### src/include/adc_offset_result_mux_regs_defines.vh
// constants for the converter offset, result and input select registers
`ifndef ADC_OFFSET_RESULT_MUX_REGS_DEFINES_VH
`define ADC_OFFSET_RESULT_MUX_REGS_DEFINES_VH

// ***************************************************
// special-function addresses
// ***************************************************
`define ADDR_OFFSET_CAL_LOW 8'hba
`define ADDR_OFFSET_CAL_MIDDLE 8'hbb
`define ADDR_OFFSET_CAL_HIGH 8'hbe
`define ADDR_INPUT_SELECT 8'hbf
`define ADDR_RESULT_LOW 8'hc3
`define ADDR_RESULT_MIDDLE 8'hc4
`define ADDR_RESULT_HIGH 8'hc5

// ***************************************************
// reset values
// ***************************************************
`define RESET_OFFSET_BYTE 8'h00
`define RESET_RESULT_BYTE 8'h00
`define RESET_INPUT_SELECT 8'h08
`define READ_UNMAPPED 8'h00

// ***************************************************
// input select fields and source codes
// ***************************************************
`define SEL_POS_MSB 7
`define SEL_POS_LSB 4
`define SEL_NEG_MSB 3
`define SEL_NEG_LSB 0
`define SRC_PIN_LAST 4'h7
`define SRC_AGND 4'h8
`define SRC_TEMP_SENSOR 4'h9

`endif

### src/hw/offset_correct.v
// subtracts the offset calibration value from each raw filtered result
module offset_correct
#(
   parameter WIDTH = 24
)
(
   input wire clk,
   input wire reset,
   input wire raw_valid,
   input wire [WIDTH-1:0] raw_result,
   input wire [WIDTH-1:0] offset_value,
   output reg corrected_valid,
   output reg [WIDTH-1:0] corrected_result
);

   // one register stage: two's complement difference, wraps modulo 2^WIDTH
   always @(posedge clk or posedge reset)
   begin
      if (reset)
      begin
         corrected_valid <= 1'b0;
         corrected_result <= {WIDTH{1'b0}};
      end
      else
      begin
         corrected_valid <= raw_valid;
         if (raw_valid)
         begin
            corrected_result <= raw_result - offset_value;
         end
      end
   end

endmodule // offset_correct

### src/hw/adc_offset_result_mux_regs.v
// register side of the converter: offset calibration, result bytes, input select
`include "adc_offset_result_mux_regs_defines.vh"

// Contract
// - offset middle byte at 0xbb holds value bits 15 to 8, read/write, resets to zero.
// - offset low byte at 0xba holds value bits 7 to 0, read/write.
// - the middle offset byte is the middle eight bits of the 24-bit offset value.
// - result high byte at 0xc5 shows result bits 23 to 16, resets to zero.
// - a separate middle result byte shows result bits 15 to 8.
// - result low byte at 0xc3 shows result bits 7 to 0.
// - positive and negative converter inputs are selected independently.
// - each input selects one of eight pins, analog ground or the temperature sensor.
// - one input select register holds both selection fields.
// - the temperature sensor is enabled whenever either input selects it.
// - the offset is a 24-bit two's complement number subtracted from every result.
// - a third offset byte holds the top eight bits of the offset value.
// - software may read and overwrite every offset calibration byte.
module adc_offset_result_mux_regs
#(
   parameter RESULT_WIDTH = 24
)
(
   input wire CLK,
   input wire RESET,
   input wire [7:0] SFR_ADDR,
   input wire SFR_WE,
   input wire SFR_RE,
   input wire [7:0] SFR_WDATA,
   output reg [7:0] SFR_RDATA,
   input wire RAW_VALID,
   input wire [23:0] RAW_RESULT,
   input wire CAL_OFFSET_WE,
   input wire [23:0] CAL_OFFSET,
   output wire [23:0] OFFSET_CAL_VALUE,
   output wire RESULT_UPDATED,
   output reg [3:0] POSITIVE_CONVERTER_INPUT,
   output reg [3:0] NEGATIVE_CONVERTER_INPUT,
   output reg TEMP_SENSOR_EN
);

   // ***************************************************
   // helper functions
   // ***************************************************

   // maps a select field onto a source; reserved codes fall back to ground
   function [3:0] decode_source;
      input [3:0] code;
      begin
         if (code <= `SRC_PIN_LAST)
            decode_source = code;
         else if (code == `SRC_TEMP_SENSOR)
            decode_source = `SRC_TEMP_SENSOR;
         else
            decode_source = `SRC_AGND;
      end
   endfunction

   // ***************************************************
   // storage
   // ***************************************************
   reg [7:0] offset_cal_low_byte_q;
   reg [7:0] offset_cal_middle_byte_q;
   reg [7:0] offset_cal_high_byte_q;
   reg [7:0] conversion_result_low_byte_q;
   reg [7:0] conversion_result_middle_byte_q;
   reg [7:0] conversion_result_high_byte_q;
   reg [7:0] input_select_register_q;
   reg [7:0] rdata_d;
   reg [3:0] pos_src_d;
   reg [3:0] neg_src_d;
   wire corrected_valid;
   wire [23:0] corrected_result;

   // write strobes per register
   wire we_off_low = SFR_WE && (SFR_ADDR == `ADDR_OFFSET_CAL_LOW);
   wire we_off_mid = SFR_WE && (SFR_ADDR == `ADDR_OFFSET_CAL_MIDDLE);
   wire we_off_high = SFR_WE && (SFR_ADDR == `ADDR_OFFSET_CAL_HIGH);
   wire we_res_low = SFR_WE && (SFR_ADDR == `ADDR_RESULT_LOW);
   wire we_res_mid = SFR_WE && (SFR_ADDR == `ADDR_RESULT_MIDDLE);
   wire we_res_high = SFR_WE && (SFR_ADDR == `ADDR_RESULT_HIGH);
   wire we_sel = SFR_WE && (SFR_ADDR == `ADDR_INPUT_SELECT);

   // full offset value assembled from the three bytes
   assign OFFSET_CAL_VALUE = {offset_cal_high_byte_q, offset_cal_middle_byte_q,
      offset_cal_low_byte_q};
   assign RESULT_UPDATED = corrected_valid;

   // ***************************************************
   // offset calibration bytes
   // ***************************************************

   // calibration engine load wins over a software write in the same cycle
   always @(posedge CLK or posedge RESET)
   begin
      if (RESET)
      begin
         offset_cal_low_byte_q <= `RESET_OFFSET_BYTE;
         offset_cal_middle_byte_q <= `RESET_OFFSET_BYTE;
         offset_cal_high_byte_q <= `RESET_OFFSET_BYTE;
      end
      else if (CAL_OFFSET_WE)
      begin
         offset_cal_low_byte_q <= CAL_OFFSET[7:0];
         offset_cal_middle_byte_q <= CAL_OFFSET[15:8];
         offset_cal_high_byte_q <= CAL_OFFSET[23:16];
      end
      else
      begin
         if (we_off_low)
            offset_cal_low_byte_q <= SFR_WDATA;
         if (we_off_mid)
            offset_cal_middle_byte_q <= SFR_WDATA;
         if (we_off_high)
            offset_cal_high_byte_q <= SFR_WDATA;
      end
   end

   // ***************************************************
   // offset subtraction
   // ***************************************************
   offset_correct
   #(
      .WIDTH(RESULT_WIDTH)
   )
   u_offset_correct
   (
      .clk(CLK),
      .reset(RESET),
      .raw_valid(RAW_VALID),
      .raw_result(RAW_RESULT),
      .offset_value(OFFSET_CAL_VALUE),
      .corrected_valid(corrected_valid),
      .corrected_result(corrected_result)
   );

   // ***************************************************
   // conversion result bytes
   // ***************************************************

   // a completed sample loads all three bytes at once and beats a software write
   always @(posedge CLK or posedge RESET)
   begin
      if (RESET)
      begin
         conversion_result_low_byte_q <= `RESET_RESULT_BYTE;
         conversion_result_middle_byte_q <= `RESET_RESULT_BYTE;
         conversion_result_high_byte_q <= `RESET_RESULT_BYTE;
      end
      else if (corrected_valid)
      begin
         conversion_result_low_byte_q <= corrected_result[7:0];
         conversion_result_middle_byte_q <= corrected_result[15:8];
         conversion_result_high_byte_q <= corrected_result[23:16];
      end
      else
      begin
         if (we_res_low)
            conversion_result_low_byte_q <= SFR_WDATA;
         if (we_res_mid)
            conversion_result_middle_byte_q <= SFR_WDATA;
         if (we_res_high)
            conversion_result_high_byte_q <= SFR_WDATA;
      end
   end

   // ***************************************************
   // input multiplexer control
   // ***************************************************

   // one register carries both selection fields
   always @(posedge CLK or posedge RESET)
   begin
      if (RESET)
         input_select_register_q <= `RESET_INPUT_SELECT;
      else if (we_sel)
         input_select_register_q <= SFR_WDATA;
   end

   // each field decoded on its own
   always @*
   begin
      pos_src_d = decode_source(input_select_register_q[`SEL_POS_MSB:`SEL_POS_LSB]);
      neg_src_d = decode_source(input_select_register_q[`SEL_NEG_MSB:`SEL_NEG_LSB]);
   end

   // registered mux controls and automatic sensor enable
   always @(posedge CLK or posedge RESET)
   begin
      if (RESET)
      begin
         POSITIVE_CONVERTER_INPUT <= 4'h0;
         NEGATIVE_CONVERTER_INPUT <= `SRC_AGND;
         TEMP_SENSOR_EN <= 1'b0;
      end
      else
      begin
         POSITIVE_CONVERTER_INPUT <= pos_src_d;
         NEGATIVE_CONVERTER_INPUT <= neg_src_d;
         TEMP_SENSOR_EN <= (pos_src_d == `SRC_TEMP_SENSOR) ||
            (neg_src_d == `SRC_TEMP_SENSOR);
      end
   end

   // ***************************************************
   // read path
   // ***************************************************

   // address decode for reads; unmapped addresses read zero
   always @*
   begin
      case (SFR_ADDR)
         `ADDR_OFFSET_CAL_LOW: rdata_d = offset_cal_low_byte_q;
         `ADDR_OFFSET_CAL_MIDDLE: rdata_d = offset_cal_middle_byte_q;
         `ADDR_OFFSET_CAL_HIGH: rdata_d = offset_cal_high_byte_q;
         `ADDR_INPUT_SELECT: rdata_d = input_select_register_q;
         `ADDR_RESULT_LOW: rdata_d = conversion_result_low_byte_q;
         `ADDR_RESULT_MIDDLE: rdata_d = conversion_result_middle_byte_q;
         `ADDR_RESULT_HIGH: rdata_d = conversion_result_high_byte_q;
         default: rdata_d = `READ_UNMAPPED;
      endcase
   end

   // read data is captured on the read strobe and held until the next read
   always @(posedge CLK or posedge RESET)
   begin
      if (RESET)
         SFR_RDATA <= `READ_UNMAPPED;
      else if (SFR_RE)
         SFR_RDATA <= rdata_d;
   end

endmodule // adc_offset_result_mux_regs

### config.mk
export PLATFORM = sky130hd
export DESIGN_NAME = adc_offset_result_mux_regs
export DESIGN_NICKNAME = d
export VERILOG_FILES = /design/src/hw/offset_correct.v /design/src/hw/adc_offset_result_mux_regs.v
export VERILOG_INCLUDE_DIRS = /design/src /design/src/include
export SDC_FILE = /design/constraint.sdc
export NUM_CORES = 1
export LEC_CHECK = 0
export ABC_AREA = 1
export ABC_CLOCK_PERIOD_IN_PS = 3200
export BUFFER_PORTS_ARGS = -buffer_cell sky130_fd_sc_hd__buf_2
export CORE_ASPECT_RATIO = 0.5
export CORE_MARGIN = 4
export CORE_UTILIZATION = 30
export DETAILED_ROUTE_END_ITERATION = 10
export GPL_TIMING_DRIVEN = 0
export PLACE_DENSITY = 0.62
export RECOVER_POWER = 50
export SLEW_MARGIN = 30
export SYNTH_ARGS = -nofsm -noshare
export SYNTH_HDL_FRONTEND = slang
export SYNTH_SLANG_ARGS = --single-unit
### constraint.sdc
create_clock -name CLK -period 3.2 [get_ports CLK]
set_input_delay 0.64 -clock CLK [delete_from_list [all_inputs] [get_ports CLK]]
set_output_delay 0.64 -clock CLK [all_outputs]
set_load 0.005 [all_outputs]
==> results.toml <==
[cts]
clock-root-buffer = "clkbuf_16"
cts.clk_slew.worst_paths_ps = 90
h-tree-depth = 3
cts_hold_buf = 0
ctsResizeCount = 0
cts_buffer_depth = 2
clk_latency_ps = 360
clock-sinks = 98
post_cts_buffers = 0
numCtsBuffers = 9
cts_tree = "built"

[place]
dp_hpwl_microns = 16900
dp_cells = 1293
pre_cts_ws_ps = 646
portBuffers = 109
placed_area_sq_um = 7190
place_congestion = 0.915

[drt]
dr_total_vias = 6139
drt-initial-drc-count = 528
drc_errors = 0
wl_per_cell_microns = 15.5
drt_pass1_iterations = 5
wl_microns = 20300
detail-route-antenna-nets = 0
vias_per_cell = 4.69

[yosys]
synth_top_family_by_area = "simple AND/OR/NAND/NOR gates"
synth_compound_area_share_pct = 11.8
syn_area_sq_um = 6270
synth-seq-area-share_pct = 39.1
syn-mean-instance-area_sq_um = 6.89
synth_fa_ha_area_share_pct = 4.91
synth_xor_area_share_pct = 0.978
ys.flop_type = "dfrtp_1"
synthMuxAreaShare_pct = 0
synth.distinct_cells = 32
yosys_warnings = 0
syn-num-nets = 1004
ys_seq_elements = 98
synth_edf_count = 0
syn_inst = 910
yosys.area_share.simple_pct = 33.0
async_flop_share_pct = 100

[power]
leakagePower_nw = 4.01
p_per_area_nw_per_um2 = 474
peakVddDrop_mv = 0.283

[grt]
grt_overflow_total = 0
first_global_vias = 5774
grt_util_all_layers_pct = 17.2
antenna_found_initial = 1
grt_max_degree = 53
grt_first_pass_wirelength_microns = 31100

[worst_setup_path]
cp.arrival_ps = 2590
crit_path_end_kind = "flip-flop"
required_ps = 3430
critPathLaunchType = "flip-flop"
cp_max_fo = 4
worstSetupPathType = "flip-flop to flip-flop"

[run]
max_cap_viol_count = 1

[finish]
nNetsFinal = 1125
instances_no_fill = 1309
fin_area_sq_um = 7470
final_common_cell = "nand2_1"
diodes = 0
nFillCells = 2228
final_cell_mix = "nand2_1 (318), inv_1 (129), buf_2 (101)"
utilization_pct = 36.3
drive_gt1_share_pct = 15.1
area_delta_synth_final_pct = 19.1

[die]
core_sq_um = 20600
rows = 37
die_w_microns = 212
die_h_microns = 110
start_util_pct = 30.5
ioPinCount = 112
dieArea_sq_um = 23400

[sta]
finClkSkew_ps = 21.0
max_freq_mhz = 424
relSlewSlack_pct = -35.0
setup_viol = 0
min_period_over_period_pct = 73.7
finalSetupTns_ps = 0
worst_pin_slew_ps = 2020
slew_viol_final = 52
finalHoldViolations = 0
final.min_clock_period_ps = 2360
rsz0062_at_grt = "false"
timing.final.ws_setup_ps = 843

[outcome]
failed_checks = "max-capacitance violations, max-slew violations"
status = "finished, violations left"

[hold_path]
hold_path.class = "primary input to flip-flop"
[registers in the layout (all words and copies together) (netlist names), 8 cells and up]
register,count
u_offset_correct.corrected_result,24
SFR_RDATA,8
conversion_result_high_byte_q,8
conversion_result_low_byte_q,8
conversion_result_middle_byte_q,8
input_select_register_q,8
offset_cal_high_byte_q,8
offset_cal_low_byte_q,8
offset_cal_middle_byte_q,8
[worst paths after layout]
kind	from	to	slack, ps	cells past startpoint
min reg2reg	SFR_RDATA[0]	SFR_RDATA[0]	490	2
min in group asynchronous	RESET	POSITIVE_CONVERTER_INPUT[0]	950	2
max in group asynchronous	RESET	u_offset_correct.corrected_result[9]	1090	2
min	RAW_VALID	u_offset_correct.corrected_valid	420	1
max	offset_cal_low_byte_q[0]	u_offset_correct.corrected_result[16]	840	12
max reg2reg	offset_cal_low_byte_q[0]	u_offset_correct.corrected_result[16]	840	12
[logic make-up after synthesis]
kind of cell / Yosys count
and+or+nand+nor: 494
AOI/OAI and AO/OA: 128
xor gates and xnor gates: 7
adders and majority gates: 24
buffers and inverters: 159
DFF: 98
[Yosys cell counts, types with 4 or more instances]
| cell type | number | share of area [%] |
|---|---|---|
| ha_1 | 23 | 4.6 |
| buf_2 | 4 | 0.32 |
| nand2_1 | 318 | 19 |
| nand4_1 | 7 | 0.70 |
| nor2_1 | 78 | 4.7 |
| o21ai_1 | 24 | 1.9 |
| inv_1 | 129 | 7.7 |
| a21oi_1 | 44 | 3.5 |
| xnor2_1 | 6 | 0.84 |
| nor3_1 | 5 | 0.40 |
| nand2_2 | 6 | 0.60 |
| nand3_1 | 62 | 4.9 |
| a31oi_1 | 22 | 2.2 |
| dfrtp_1 | 96 | 38 |
| inv_2 | 5 | 0.30 |
| o21ai_2 | 8 | 1.1 |
| o21ai_0 | 25 | 2.0 |
| clkbuf_1 | 15 | 0.90 |
| nand3b_1 | 8 | 0.96 |
| nor3_4 | 4 | 1.0 |
[metal layers]
metal / vias up / track usage, % / wire, microns
li1: 3130 / - / -
met4: 2 / 3.22 / 194
met1: 2871 / 25.2 / 10200
met2: 115 / 27.1 / 9060
met5: - / 0 / 13
met3: 21 / 2.94 / 836
[layout make-up]
type,count,area [sq um],area share (%)
clock inverters,7,72.6,0.972
clock buffers,9,225,3.02
multi-input cells,653,3180,42.6
flip-flops and latches,98,2450,32.9
inverters,134,503,6.73
repair buffers,110,558,7.47
plain buffers,25,133,1.78
well taps,273,342,4.57
[power breakdown]
group          switching [mW]  internal (mW)  leakage [nW]
logic                   0.588          0.335          2.65
registers               0.133           1.40          1.21
clock network           0.540          0.550         0.142
[metrics by stage]
stage | power, mW | hold WS [ps]
final | 3.54 | 422
after global routing | 3.75 | 426
after CTS | 3.56 | 334
after detailed placement | 2.47 | 468
after global placement | 2.45 | 464
after floorplan | 2.12 | 449
[worst max-delay path, stage by stage, from the launching register on]
cell     delay (ps)
dfrtp_1         460
ha_1            250
fa_1            420
inv_1           140
nand3_1          90
nand3_1         190
nand2_1          80
nand3_1         160
nand2_1         110
nand2_1          80
nand2_1          40
nand3_1         140
nand2_1          70
(Power assumes the default switching activity.)
